$ cat config.mk
export PLATFORM = sky130hd
export DESIGN_NAME = status_error_queue_control
export DESIGN_NICKNAME = d
export VERILOG_FILES = /design/src/logic/status_error_pkg.sv /design/src/logic/error_fifo.sv /design/src/logic/status_error_queue_control.sv
export SDC_FILE = /design/constraint.sdc
export NUM_CORES = 1
export LEC_CHECK = 0
export ABC_AREA = 1
export BUFFER_PORTS_ARGS = -buffer_cell sky130_fd_sc_hd__buf_2
export CAP_MARGIN = 0
export CORE_ASPECT_RATIO = 1.75
export CORE_MARGIN = 3
export CORE_UTILIZATION = 40
export CTS_BUF_LIST = sky130_fd_sc_hd__clkbuf_8
export DETAILED_ROUTE_END_ITERATION = 12
export PLACE_DENSITY = 0.63
export SYNTH_ARGS = -nofsm -noshare
export SYNTH_HDL_FRONTEND = slang
export SYNTH_SLANG_ARGS = --single-unit
$ cat constraint.sdc
create_clock -name clk -period 3.6 [get_ports clk]
set_input_delay 0.18 -clock clk [delete_from_list [all_inputs] [get_ports clk]]
set_output_delay 0.18 -clock clk [all_outputs]
set_load 0.02 [all_outputs]
$ cat src/logic/status_error_pkg.sv
// Shared constants for the status, echo, pacing, error queue and password logic
package status_error_pkg;

  // ------------------------------------------------------------
  // Widths
  // ------------------------------------------------------------
  localparam int unsigned QUES_W = 16;   // Questionable register width
  localparam int unsigned CHAR_W = 8;    // Serial character width
  localparam int unsigned CODE_W = 16;   // Error code, two's complement
  localparam int unsigned PASS_W = 16;   // Password value width

  // ------------------------------------------------------------
  // Questionable register bit positions
  // ------------------------------------------------------------
  localparam int unsigned QUES_VE_BIT = 12;  // Voltage error flag
  localparam int unsigned QUES_CE_BIT = 13;  // Current error flag
  localparam int unsigned STB_QUES_BIT = 3;  // Summary position in status byte

  // ------------------------------------------------------------
  // Event status register bit positions
  // ------------------------------------------------------------
  localparam int unsigned ESR_EXEC_BIT = 4;  // Execution error
  localparam int unsigned ESR_CMD_BIT = 5;   // Command error

  // ------------------------------------------------------------
  // Error codes
  // ------------------------------------------------------------
  localparam logic [CODE_W-1:0] ERR_NONE = 16'h0000;       // 0, no error
  localparam logic [CODE_W-1:0] ERR_COMMAND = 16'hff9c;    // -100
  localparam logic [CODE_W-1:0] ERR_NUMERIC = 16'hff88;    // -120
  localparam logic [CODE_W-1:0] ERR_PROTECTED = 16'hff35;  // -203
  localparam logic [CODE_W-1:0] ERR_CONFLICT = 16'hff23;   // -221
  localparam logic [CODE_W-1:0] ERR_RANGE = 16'hff22;      // -222
  localparam logic [CODE_W-1:0] ERR_OVERFLOW = 16'hfea2;   // -350

  // ------------------------------------------------------------
  // Queue sizing and serial constants
  // ------------------------------------------------------------
  localparam int unsigned ERR_DEPTH = 15;          // Entries, overflow marker included
  localparam int unsigned ALL_MAX = 15;            // Most codes in one list reply
  localparam logic [CHAR_W-1:0] LINE_TERM = 8'h0a; // Line terminator character

  // Reset values
  localparam logic [QUES_W-1:0] QUES_ENABLE_RST = 16'h0000;

endpackage : status_error_pkg

$ cat src/logic/error_fifo.sv
// Error queue storage: keeps oldest entries, marks overflow in last slot
`timescale 1ns/1ns
module error_fifo #(
  parameter int unsigned DEPTH = status_error_pkg::ERR_DEPTH,
  parameter int unsigned PW = $clog2(DEPTH + 1)
) (
  input wire logic clk,
  input wire logic rst_b,
  input wire logic pushValid,
  input wire logic [status_error_pkg::CODE_W-1:0] pushCode,
  input wire logic popReq,
  input wire logic [PW-1:0] peekIdx,
  output logic [status_error_pkg::CODE_W-1:0] headCode,
  output logic [status_error_pkg::CODE_W-1:0] peekCode,
  output logic [PW-1:0] count
);
  import status_error_pkg::*;

  // ------------------------------------------------------------
  // Storage and pointers
  // ------------------------------------------------------------
  logic [CODE_W-1:0] mem [DEPTH];     // Entry array
  logic [PW-1:0] head_r, head_nxt;    // Oldest entry
  logic [PW-1:0] tail_r, tail_nxt;    // Next free slot
  logic [PW-1:0] count_r, count_nxt;  // Stored entries
  logic doPush;                       // A write lands this cycle
  logic doPop;                        // An entry leaves this cycle
  logic [CODE_W-1:0] wrCode;          // Code actually stored
  logic [PW:0] peekSum;               // Wide head plus offset

  // Wrap an index back into range
  function automatic logic [PW-1:0] wrapInc(input logic [PW-1:0] p);
    if (p == PW'(DEPTH - 1)) begin
      wrapInc = '0;
    end else begin
      wrapInc = p + PW'(1);
    end
  endfunction : wrapInc

  // ------------------------------------------------------------
  // Next-state
  // ------------------------------------------------------------
  // Full queue drops new errors so the oldest stay
  always_comb begin
    doPush = pushValid && (count_r != PW'(DEPTH));
    doPop = popReq && (count_r != '0);
    // The last free slot always takes the overflow marker
    wrCode = (count_r == PW'(DEPTH - 1)) ? ERR_OVERFLOW : pushCode;
    head_nxt = doPop ? wrapInc(head_r) : head_r;
    tail_nxt = doPush ? wrapInc(tail_r) : tail_r;
    count_nxt = count_r;
    if (doPush && !doPop) begin
      count_nxt = count_r + PW'(1);
    end else if (doPop && !doPush) begin
      count_nxt = count_r - PW'(1);
    end
  end

  // Pointer registers
  always_ff @(posedge clk or negedge rst_b) begin
    if (!rst_b) begin
      head_r <= '0;
      tail_r <= '0;
      count_r <= '0;
    end else begin
      head_r <= head_nxt;
      tail_r <= tail_nxt;
      count_r <= count_nxt;
    end
  end

  // Array write; no reset, contents are only read below count
  always_ff @(posedge clk) begin
    if (doPush) begin
      mem[tail_r] <= wrCode;
    end
  end

  // ------------------------------------------------------------
  // Read ports
  // ------------------------------------------------------------
  // First in, first out order from the head
  always_comb begin
    peekSum = {1'b0, head_r} + {1'b0, peekIdx};
    if (peekSum >= (PW + 1)'(DEPTH)) begin
      peekSum = peekSum - (PW + 1)'(DEPTH);
    end
    headCode = mem[head_r];
    peekCode = mem[peekSum[PW-1:0]];
    count = count_r;
  end

endmodule : error_fifo

$ cat src/logic/status_error_queue_control.sv
// Questionable status, serial echo and pacing, error queue and password gate
// Function
// - Enable mask selects events for status bit 3
// - Summary is OR of enabled event bits
// - Enable query returns current mask value
// - Echo on returns every later received character
// - Echo off takes effect after next terminator
// - Reset command leaves echo setting unchanged
// - Echo query reports on or off
// - Pacing XON enables flow control, NONE disables
// - Errors queued first in, first out
// - Empty queue query returns code zero
// - Overflow keeps oldest, last entry is -350
// - Code query returns only next numeric code
// - All-codes query lists up to 15, else 0
// - Matching password sets unlock, permits protected commands
// - Protected command while locked queues -203, ESR4
// - Extra unrecognised content queues -100, ESR5
// - Non-numeric in number queues -120, ESR5
// - Calibration while unlocked but not enabled queues -221, ESR4
// - Value out of range queues -222, ESR4
// - Event register latches, read clears it
// - Only current and voltage error bits latch
`timescale 1ns/1ns
module status_error_queue_control #(
  parameter int unsigned DEPTH = status_error_pkg::ERR_DEPTH
) (
  input wire logic clk,
  input wire logic rst_b,
  input wire logic quesEnableWrite,
  input wire logic [status_error_pkg::QUES_W-1:0] quesEnableData,
  input wire logic quesEnableRead,
  input wire logic quesEventRead,
  input wire logic currentErrCond,
  input wire logic voltage_error_flag,
  input wire logic echoSetOn,
  input wire logic echoSetOff,
  input wire logic resetCmd,
  input wire logic rxValid,
  input wire logic [status_error_pkg::CHAR_W-1:0] rxChar,
  input wire logic paceSetXon,
  input wire logic paceSetNone,
  input wire logic errRead,
  input wire logic errAllRead,
  input wire logic password_unlock_command,
  input wire logic [status_error_pkg::PASS_W-1:0] unlockValue,
  input wire logic [status_error_pkg::PASS_W-1:0] storedPassword,
  input wire logic diagnostic_save_command,
  input wire logic calCmd,
  input wire logic calEnabled,
  input wire logic extraInfoErr,
  input wire logic numericErr,
  input wire logic rangeErr,
  output logic [status_error_pkg::QUES_W-1:0] quesEnableValue,
  output logic quesEnableValid,
  output logic [status_error_pkg::QUES_W-1:0] quesEventValue,
  output logic quesEventValid,
  output logic quesSummary,
  output logic txValid,
  output logic [status_error_pkg::CHAR_W-1:0] txChar,
  output logic echoActive,
  output logic flowControlOn,
  output logic errValid,
  output logic [status_error_pkg::CODE_W-1:0] errCode,
  output logic allValid,
  output logic [status_error_pkg::CODE_W-1:0] allCode,
  output logic allLast,
  output logic passwordEnabled,
  output logic diagSaveGo,
  output logic calGo,
  output logic esrExecErr,
  output logic esrCmdErr
);
  import status_error_pkg::*;

  localparam int unsigned PW = $clog2(DEPTH + 1);

  // ------------------------------------------------------------
  // Questionable status group
  // ------------------------------------------------------------
  logic [QUES_W-1:0] quesEnable_r, quesEnable_nxt;  // Enable mask
  logic [QUES_W-1:0] quesEvent_r, quesEvent_nxt;    // Latched events
  logic [QUES_W-1:0] quesEnVal_r, quesEnVal_nxt;    // Enable readback
  logic quesEnValid_r, quesEnValid_nxt;             // Enable readback strobe
  logic [QUES_W-1:0] quesEvVal_r, quesEvVal_nxt;    // Event readback
  logic quesEvValid_r, quesEvValid_nxt;             // Event readback strobe
  logic quesSum_r, quesSum_nxt;                     // Summary flag
  logic [QUES_W-1:0] newEvents;                     // Events arriving now

  // Event latching, mask and summary
  always_comb begin
    newEvents = '0;
    newEvents[QUES_CE_BIT] = currentErrCond;
    newEvents[QUES_VE_BIT] = voltage_error_flag;
    // Read clears, but an event in the same cycle survives
    quesEvent_nxt = quesEventRead ? newEvents : (quesEvent_r | newEvents);
    quesEnable_nxt = quesEnableWrite ? quesEnableData : quesEnable_r;
    // Built from next values, so mask or event changes land together
    quesSum_nxt = |(quesEvent_nxt & quesEnable_nxt);
    // Mask read gives the current integer value
    quesEnValid_nxt = quesEnableRead;
    quesEnVal_nxt = quesEnableRead ? quesEnable_r : quesEnVal_r;
    // Event read reports what was latched before the clear
    quesEvValid_nxt = quesEventRead;
    quesEvVal_nxt = quesEventRead ? quesEvent_r : quesEvVal_r;
  end

  // Questionable registers
  always_ff @(posedge clk or negedge rst_b) begin
    if (!rst_b) begin
      quesEnable_r <= QUES_ENABLE_RST;
      quesEvent_r <= '0;
      quesSum_r <= 1'b0;
      quesEnVal_r <= '0;
      quesEnValid_r <= 1'b0;
      quesEvVal_r <= '0;
      quesEvValid_r <= 1'b0;
    end else begin
      quesEnable_r <= quesEnable_nxt;
      quesEvent_r <= quesEvent_nxt;
      quesSum_r <= quesSum_nxt;
      quesEnVal_r <= quesEnVal_nxt;
      quesEnValid_r <= quesEnValid_nxt;
      quesEvVal_r <= quesEvVal_nxt;
      quesEvValid_r <= quesEvValid_nxt;
    end
  end

  // ------------------------------------------------------------
  // Serial echo and pacing group
  // ------------------------------------------------------------
  logic echoOn_r, echoOn_nxt;              // Echo in effect
  logic stopPending_r, stopPending_nxt;    // Off requested, awaiting terminator
  logic txValid_r, txValid_nxt;            // Echo strobe
  logic [CHAR_W-1:0] txChar_r, txChar_nxt; // Echoed character
  logic pace_r, pace_nxt;                  // Software flow control on

  // Echo and pacing next-state; resetCmd deliberately absent here
  always_comb begin
    echoOn_nxt = echoOn_r;
    stopPending_nxt = stopPending_r;
    txValid_nxt = 1'b0;
    txChar_nxt = txChar_r;
    if (rxValid && echoOn_r) begin
      // Every received character goes back while echo is on
      txValid_nxt = 1'b1;
      txChar_nxt = rxChar;
      // Terminator is still echoed, echo ends right after it
      if (stopPending_r && (rxChar == LINE_TERM)) begin
        echoOn_nxt = 1'b0;
        stopPending_nxt = 1'b0;
      end
    end
    if (echoSetOn) begin
      // Turning on cancels any pending stop
      echoOn_nxt = 1'b1;
      stopPending_nxt = 1'b0;
    end else if (echoSetOff && echoOn_r) begin
      stopPending_nxt = 1'b1;
    end
    // Pacing select; NONE wins a simultaneous clash as the safer choice
    if (paceSetNone) begin
      pace_nxt = 1'b0;
    end else if (paceSetXon) begin
      pace_nxt = 1'b1;
    end else begin
      pace_nxt = pace_r;
    end
  end

  // Echo and pacing registers
  always_ff @(posedge clk or negedge rst_b) begin
    if (!rst_b) begin
      echoOn_r <= 1'b0;
      stopPending_r <= 1'b0;
      txValid_r <= 1'b0;
      txChar_r <= '0;
      pace_r <= 1'b0;
    end else begin
      echoOn_r <= echoOn_nxt;
      stopPending_r <= stopPending_nxt;
      txValid_r <= txValid_nxt;
      txChar_r <= txChar_nxt;
      pace_r <= pace_nxt;
    end
  end

  // ------------------------------------------------------------
  // Password gate and error detection group
  // ------------------------------------------------------------
  logic pwOn_r, pwOn_nxt;            // Password enabled state
  logic diagGo_r, diagGo_nxt;        // Diagnostic save permitted
  logic calGo_r, calGo_nxt;          // Calibration permitted
  logic esrExec_r, esrExec_nxt;      // Execution error strobe
  logic esrCmd_r, esrCmd_nxt;        // Command error strobe
  logic protBlocked;                 // Protected command while locked
  logic calConflict;                 // Unlocked but calibration not enabled
  logic pushValid;                   // An error enters the queue
  logic [CODE_W-1:0] pushCode;       // Code of that error

  // Gate protected commands and pick one error per cycle
  always_comb begin
    // Only an exact match unlocks
    pwOn_nxt = pwOn_r;
    if (password_unlock_command && (unlockValue == storedPassword)) begin
      pwOn_nxt = 1'b1;
    end
    protBlocked = (diagnostic_save_command || calCmd) && !pwOn_r;
    calConflict = calCmd && pwOn_r && !calEnabled;
    diagGo_nxt = diagnostic_save_command && pwOn_r;
    calGo_nxt = calCmd && pwOn_r && calEnabled;
    // Execution class covers -203, -221 and -222
    esrExec_nxt = protBlocked || calConflict || rangeErr;
    // Command class covers -100 and -120
    esrCmd_nxt = extraInfoErr || numericErr;
    // Highest priority error goes in; lower ones the same cycle are dropped
    pushValid = 1'b1;
    if (protBlocked) begin
      pushCode = ERR_PROTECTED;
    end else if (calConflict) begin
      pushCode = ERR_CONFLICT;
    end else if (rangeErr) begin
      pushCode = ERR_RANGE;
    end else if (extraInfoErr) begin
      pushCode = ERR_COMMAND;
    end else if (numericErr) begin
      pushCode = ERR_NUMERIC;
    end else begin
      pushValid = 1'b0;
      pushCode = ERR_NONE;
    end
  end

  // Password and strobe registers
  always_ff @(posedge clk or negedge rst_b) begin
    if (!rst_b) begin
      pwOn_r <= 1'b0;
      diagGo_r <= 1'b0;
      calGo_r <= 1'b0;
      esrExec_r <= 1'b0;
      esrCmd_r <= 1'b0;
    end else begin
      pwOn_r <= pwOn_nxt;
      diagGo_r <= diagGo_nxt;
      calGo_r <= calGo_nxt;
      esrExec_r <= esrExec_nxt;
      esrCmd_r <= esrCmd_nxt;
    end
  end

  // ------------------------------------------------------------
  // Error queue readout group
  // ------------------------------------------------------------
  typedef enum logic [0:0] {LIST_IDLE, LIST_SEND} list_state_e;

  list_state_e listState_r, listState_nxt;  // All-codes streamer
  logic [PW-1:0] listIdx_r, listIdx_nxt;    // Entry being sent
  logic [PW-1:0] listEnd_r, listEnd_nxt;    // Entries to send
  logic errValid_r, errValid_nxt;           // Single code strobe
  logic [CODE_W-1:0] errCode_r, errCode_nxt;
  logic allValid_r, allValid_nxt;           // List element strobe
  logic [CODE_W-1:0] allCode_r, allCode_nxt;
  logic allLast_r, allLast_nxt;             // Final list element
  logic popReq;                             // Remove the head entry
  logic [CODE_W-1:0] headCode;              // Oldest stored code
  logic [CODE_W-1:0] peekCode;              // Code at list index
  logic [PW-1:0] qCount;                    // Stored entries

  error_fifo #(
    .DEPTH(DEPTH),
    .PW(PW)
  ) u_error_fifo (
    .clk(clk),
    .rst_b(rst_b),
    .pushValid(pushValid),
    .pushCode(pushCode),
    .popReq(popReq),
    .peekIdx(listIdx_r),
    .headCode(headCode),
    .peekCode(peekCode),
    .count(qCount)
  );

  // Readout next-state; single reads are refused while a list streams
  always_comb begin
    listState_nxt = listState_r;
    listIdx_nxt = listIdx_r;
    listEnd_nxt = listEnd_r;
    errValid_nxt = 1'b0;
    errCode_nxt = errCode_r;
    allValid_nxt = 1'b0;
    allCode_nxt = allCode_r;
    allLast_nxt = 1'b0;
    popReq = 1'b0;
    case (listState_r)
      LIST_IDLE: begin
        if (errRead) begin
          // Numeric code only; text is formatted elsewhere
          errValid_nxt = 1'b1;
          errCode_nxt = (qCount == '0) ? ERR_NONE : headCode;
          popReq = 1'b1;
        end else if (errAllRead) begin
          if (qCount == '0) begin
            // Empty queue answers a single zero
            allValid_nxt = 1'b1;
            allCode_nxt = ERR_NONE;
            allLast_nxt = 1'b1;
          end else begin
            listState_nxt = LIST_SEND;
            listIdx_nxt = '0;
            // Cap the reply length
            listEnd_nxt = (qCount > PW'(ALL_MAX)) ? PW'(ALL_MAX) : qCount;
          end
        end
      end
      LIST_SEND: begin
        // One code a cycle from the oldest; the queue is not emptied
        allValid_nxt = 1'b1;
        allCode_nxt = peekCode;
        listIdx_nxt = listIdx_r + PW'(1);
        if (listIdx_nxt == listEnd_r) begin
          allLast_nxt = 1'b1;
          listState_nxt = LIST_IDLE;
        end
      end
      default: begin
        listState_nxt = LIST_IDLE;
      end
    endcase
  end

  // Readout registers
  always_ff @(posedge clk or negedge rst_b) begin
    if (!rst_b) begin
      listState_r <= LIST_IDLE;
      listIdx_r <= '0;
      listEnd_r <= '0;
      errValid_r <= 1'b0;
      errCode_r <= ERR_NONE;
      allValid_r <= 1'b0;
      allCode_r <= ERR_NONE;
      allLast_r <= 1'b0;
    end else begin
      listState_r <= listState_nxt;
      listIdx_r <= listIdx_nxt;
      listEnd_r <= listEnd_nxt;
      errValid_r <= errValid_nxt;
      errCode_r <= errCode_nxt;
      allValid_r <= allValid_nxt;
      allCode_r <= allCode_nxt;
      allLast_r <= allLast_nxt;
    end
  end

  // ------------------------------------------------------------
  // Outputs, all straight from flip-flops
  // ------------------------------------------------------------
  assign quesEnableValue = quesEnVal_r;
  assign quesEnableValid = quesEnValid_r;
  assign quesEventValue = quesEvVal_r;
  assign quesEventValid = quesEvValid_r;
  assign quesSummary = quesSum_r;
  assign txValid = txValid_r;
  assign txChar = txChar_r;
  assign echoActive = echoOn_r;
  assign flowControlOn = pace_r;
  assign errValid = errValid_r;
  assign errCode = errCode_r;
  assign allValid = allValid_r;
  assign allCode = allCode_r;
  assign allLast = allLast_r;
  assign passwordEnabled = pwOn_r;
  assign diagSaveGo = diagGo_r;
  assign calGo = calGo_r;
  assign esrExecErr = esrExec_r;
  assign esrCmdErr = esrCmd_r;
endmodule : status_error_queue_control

== Word level (Yosys, flattened, before mapping) ==
Memories as Yosys holds them, arrays and structs flattened.
Cells that the tools add are included.
Cells by class
  add/subtract/negate cells: 7
  multiply operators: 0
  divide/modulo/power cells: 0
  order comparisons: 2
  eq/ne operators: 11
  shift-type cells: 0
  multiplexer cells: 51
  bitwise operators: 5
  reductions and logical operators: 36
Operator list (count)
  2-to-1 mux 16 bit: 12
  2-to-1 mux 4 bit: 9
  one-hot mux 16 bit (2 select lines): 1
  2-to-1 mux 1 bit: 25
  adder 4 x 1 -> 4 bit (second input constant): 4
  bitwise AND 16 bit: 1
  equality test 16 bit: 1
  OR 16 x 14 -> 16 bit: 1
  OR reduction 16 bit: 1
  logical AND 1 bit: 13
  equality test 4 bit (second input constant): 3
  equality test 8 x 4 -> 1 bit (second input constant): 1
  != test 2 bit (second input constant): 4
  one-hot mux 4 bit (2 select lines): 1
  nonzero test 2 bit: 4
  one-hot mux 1 bit (2 select lines): 3
  AND reduction 2 bit: 3
  AND reduction 3 bit: 2
  nonzero test 3 bit: 2
  adder 4 x 4 -> 5 bit: 1
  greater-or-equal comparator 5 x 4 -> 1 bit (second input constant): 1
  equality test 4 bit: 1
  greater-than comparator 4 bit (second input constant): 1
  zero test 1 bit: 4
  other kinds (8): 13
Storage, ports and cells
  register bits after elaboration: 140
  latch bits: 0
  RAM bits: 240
  ROM bits: 0
  bits of input ports: 78
  output and inout bits: 86
  word-level logic and storage cells: 141
  memories kept: 1
Memory list
  u_error_fifo.mem: depth 15, bits a word 16, rd ports 2, clocked after memory_dff 0, wr ports 1, RTL line error_fifo.sv:22  | logic [CODE_W-1:0] mem [DEPTH];

== Depth between registers and ports, before layout ==
  depth in word-level cells: 10
  gate-level depth with buffers: 18
  depth with buffers taken out: 17

== By module ==
A second synthesis with hierarchy kept.
Unflattened totals
  cells, all modules: 2085
  area total of the unflattened synthesis: 18743.0 µm²
By module, submodules not included
  error_fifo: instances 1, cells each 1474, area an instance 13424.1 µm², seq. area each 7507.2 µm²
  status_error_queue_control: instances 1, cells each 611, area an instance 5318.9 µm², seq. area each 3203.1 µm²

== Worst setup path before layout ==
OpenSTA, ideal clock, no wires.
  path kind: register to register
  start: register pwOn_r, in the netlist passwordEnabled
  end: register u_error_fifo.count_r[3], in the netlist u_error_fifo.count[3]
  library setup time: 0.125 ns
  data arrival time: 2.499 ns
  required time: 3.475 ns
  slack: 0.976 ns
  stages on the path, launching flop included: 17
  path buffers: 0
  clock period less this slack: 2.624 ns
  path through: dfrtp_1 -> inv_1 -> o21ai_0 -> nand2_1 -> nor2_1 -> inv_1 -> nand2_1 -> clkinv_1 -> ha_1 -> inv_1 -> ha_1 -> and3_1 -> a211oi_1 -> nand2_1 -> nand2_1 -> nor2_1 -> xor2_1
Between the ends
  cells in the longest elaborated chain, start to end: 8
  elaborated cells between the ends (all ways): 12
  those cells by class: 3 x mux; 9 x reduce/logical
RTL lines
  from (decl): RTL line status_error_queue_control.sv:191  | logic pwOn_r, pwOn_nxt;
  from (signal assigned): RTL line status_error_queue_control.sv:243  | pwOn_r <= pwOn_nxt;
  logical AND 1 bit (2 in series): RTL line status_error_queue_control.sv:209  | calConflict = calCmd && pwOn_r && !calEnabled;
  2-to-1 mux 1 bit: RTL line status_error_queue_control.sv:220  | end else if (calConflict) begin
  2-to-1 mux 1 bit *: RTL line status_error_queue_control.sv:218  | if (protBlocked) begin
  logical AND 1 bit *: RTL line error_fifo.sv:45  | doPush = pushValid && (count_r != PW'(DEPTH));
  net u_error_fifo.doPush: RTL line error_fifo.sv:26  | logic doPush;
  zero test 1 bit: RTL line error_fifo.sv:54  | end else if (doPop && !doPush) begin
  logical AND 1 bit: RTL line error_fifo.sv:54
  nonzero test 2 bit (no line)
  to (signal assigned): RTL line error_fifo.sv:68  | count_r <= count_nxt;
  to (decl): RTL line error_fifo.sv:25  | logic [PW-1:0] count_r, count_nxt;
Mark *: on every way through the listed nets, which the timed path passes. The rest lies on a longest branch.
A chain may end at the register's enable or synchronous reset.

== Final worst setup path ==
  start: register listIdx_r[0]
  end: register allCode_r[5], in the netlist allCode[5]
Between the ends
  cells in the longest elaborated chain, start to end: 5
  elaborated cells between the ends (all ways): 6
  those cells by class: 2 x add/sub; 1 x order compare; 2 x mux; 1 x memory
RTL lines
  from (decl): RTL line status_error_queue_control.sv:257  | logic [PW-1:0] listIdx_r, listIdx_nxt;
  from (signal assigned): RTL line status_error_queue_control.sv:345  | listIdx_r <= listIdx_nxt;
  adder 4 x 4 -> 5 bit *: RTL line error_fifo.sv:84  | peekSum = {1'b0, head_r} + {1'b0, peekIdx};
  subtractor 4 bit / greater-or-equal comparator 5 x 4 -> 1 bit (equally long branches): RTL line error_fifo.sv:86, error_fifo.sv:85
  2-to-1 mux 4 bit *: RTL line error_fifo.sv:85  | if (peekSum >= (PW + 1)'(DEPTH)) begin
  memory read (15 x 16 bit) *
  one-hot mux 16 bit (2 select lines) *: RTL line status_error_queue_control.sv:295  | case (listState_r)
  to (signal assigned): RTL line status_error_queue_control.sv:350  | allCode_r <= allCode_nxt;
  to (decl): RTL line status_error_queue_control.sv:262  | logic [CODE_W-1:0] allCode_r, allCode_nxt;
Mark *: on every way between the ends. The rest lies on a longest branch, timed or not.

==> key figures <==
Outcome
  – Status: finished, final reports clean

Synth
  – Synth area leader: edfxtp_1
  – Compound-cell area share of the yosys netlist: a little under a tenth
  – Count leader, synth: nand2_1
  – Synthesized area: 11400 um^2
  – Yosys reg bits: 244
  – Mux cell area share after synthesis: less than 1%
  – Sequential area share after synthesis: 58.7%
  – Top cells by instance count after synthesis: nand2_1, nand3_1, dfrtp_1, edfxtp_1, nor2_1
  – Synth Warn #: 0
  – Count of different cell masters after synthesis: 46
  – Syn Inst Count: 1196
  – Adder-cell share of the synthesized area: between 1 and 1.5%
  – Fraction of registers with async set/reset: about half
  – EDFF count, synth: 120
  – Synth Area in Simple Gates: a little over a fifth
  – Syn avg cell area: ~9.6 um^2
  – Post-synth top area share: between 30% and 40%
  – Top post-synthesis cells by area: edfxtp_1, dfrtp_1, nand2_1
  – Top_reg_cell synth: dfrtp_1
  – Largest family of logic cells by synthesized area: simple AND/OR/NAND/NOR gates
  – Synth Area in XOR/XNOR: 1.84%

Timing
  – Worst Slack Setup Final: ~0.21 ns
  – Maximum clock rate: just under 300 MHz
  – Fin crit share: between 90% and 100%
  – TNS Setup: 0 ns
  – Slew Viols, Final: 0
  – Final Hold Viols: 0
  – Worst Tran Pin Value: 1.02 ns
  – Slew headroom: a little under a third
  – Endpoints failing setup: 0
  – Final Skew: 0.0223 ns
  – Tmin final: between 3 and 4 ns
  – RSZ-0062 raised after global routing: no

Clock tree
  – Clock Latency Late Sink: approximately 0.55 ns
  – CTS max path bufs: 3
  – CTS Sinks: 244
  – CTS tree: done
  – Worst-path clk slew: 0.06 ns
  – Clk root buf: clkbuf_8
  – CTS HTree Levels: 2
  – Num CTS Buffers: 38

Critical path
  – CP startpoint kind: flop
  – CP Class: reg -> reg
  – FF-to-FF Start: listIdx_r[0]
  – CP max FO: 24
  – Crit path launch: listIdx_r[0]
  – Worst setup EP type: flop
  – WP data required: just over 4 ns
  – WP data arrival: 3.83 ns

Global route
  – Grt ovf: 0
  – Pin count of the biggest net entering global routing: 110
  – All-Layer GR Usage: 21.4%
  – Antenna violations before repair: 0
  – Vias in the first global route: 9787
  – First-pass GRT wire length: about 50 mm

Drt
  – Starting DRT DRC Count: 718
  – WL final: approximately 33 mm
  – DR WL/cell: ~18 um
  – Via count: roughly 9600
  – Remaining antenna violation count: 0
  – Vias per inst: roughly 5.3
  – DRC violations left: 0
  – TritonRoute pass-1 iters: 5

Final layout
  – Ant. Diodes: 0
  – Final nets: about 1500
  – Final core occ: approximately 49%
  – Area growth, synth to finish: 20.5%
  – Layout cells sized above 1: between 10% and 20%
  – Non-filler cells, final: 1807

Placed design
  – IO buf count: 160
  – Post-Place Setup Slack: ~0.26 ns
  – Dpl hpwl: roughly 23 mm
  – Final Wtd Congestion: 0.920
  – Post-Place Cells: roughly 1700

Die
  – Die Ht: 230 um
  – Core Area: 28100 um^2
  – Die W: roughly 130 um
  – Die area: 30700 um^2
  – Rows: 81
  – I/O pin count: 164
  – Initial Utilization: between 40% and 50%

Flow run
  – Max-cap violations: 0

Hold path
  – Hold Crit Start: errRead
  – Hold crit path type: in -> reg
logic make-up after synthesis:
logic type	Yosys count
AO/OA/AOI/OAI	178
multiplexers	4
other	1
AND/OR/NAND/NOR	567
buffers and inverters	167
flip-flops	244
adder cells (fa/ha/maj)	11
XOR/XNOR	24
per-stage QoR:
| stage | hold slack, ns | area [um^2] |
|---|---|---|
| after floorplan | -0.116 | 11400 |
| after CTS | 0.00958 | 13800 |
| after detailed placement | 0.337 | 12600 |
| after global routing | 0.0510 | 13800 |
| after global placement | 0.334 | 12600 |
| final | 0.0505 | 13800 |
critical path, stage by stage, from the launching register on:
cell	delay, ns
dfrtp_1	0.46
ha_1	0.27
fa_1	0.55
ha_1	0.21
nand3_1	0.09
nand2_1	0.11
nand3_4	0.12
nand3_2	0.24
nand2_2	0.20
inv_2	0.43
nand3_1	0.14
nand3_1	0.10
nand3_1	0.16
nand3_1	0.16
nand2_1	0.06
placed cells by master, fill, tap and decap left out, drive strengths merged, types with 39 or more instances in the layout:
cell type,netlist,layout
a21oi,43,43
buf,38,199
clkbuf,32,39
dfrtp,124,124
dlygate4sd3,0,39
edfxtp,120,120
inv,93,99
nand2,275,275
nand3,171,171
nor2,94,94
o21ai,84,84
sequential cells by signal, summed over array words and instances (netlist names), 4 cells and up:
signal               cells
quesEventValue          16
u_error_fifo.mem       120
listIdx_r                4
u_error_fifo.count       4
u_error_fifo.tail_r      4
quesEvent_r             16
listEnd_r                4
errCode                  8
allCode                  8
txChar                   8
quesEnable_r            16
u_error_fifo.head_r      4
quesEnableValue         16
routing by layer:
layer | vias up | global-route usage, % | routed length (um)
met5 | - | 0 | 0
met4 | 0 | 12.3 | 1720
met3 | 104 | 4.18 | 2200
met2 | 451 | 39.7 | 17700
met1 | 4525 | 22.0 | 11300
li1 | 4485 | - | -
repair_timing:
action                                 CTS  global route
endpoints found under the hold margin  144             0
hold buffers                            39             0
gates resized for setup                  0             0
setup buffers                            0             0
cell type report:
class,instances,area (um^2)
Fill cell,2610,14300
Sequential cell,244,6710
Clock buffer,39,537
Inverter,97,364
Clock inverter,30,234
Tap cell,373,467
Multi-Input combinational cell,786,3960
Timing Repair Buffer,238,1500
worst paths after layout:
kind / cells past startpoint / end / slack (ns)
max reg2reg: 14 / allCode[5] / 0.21
min: 5 / listIdx_r[1] / 0.05
min in group asynchronous: 2 / quesEnableValue[8] / 0.33
max in group asynchronous: 3 / quesEnableValid / 2.49
min reg2reg: 2 / quesEventValue[12] / 0.48
max: 14 / allCode[5] / 0.21
Power is left out: the tool's default activity adds up to more than one toggle a clock period on the data nets, which glitch-free logic cannot reach.
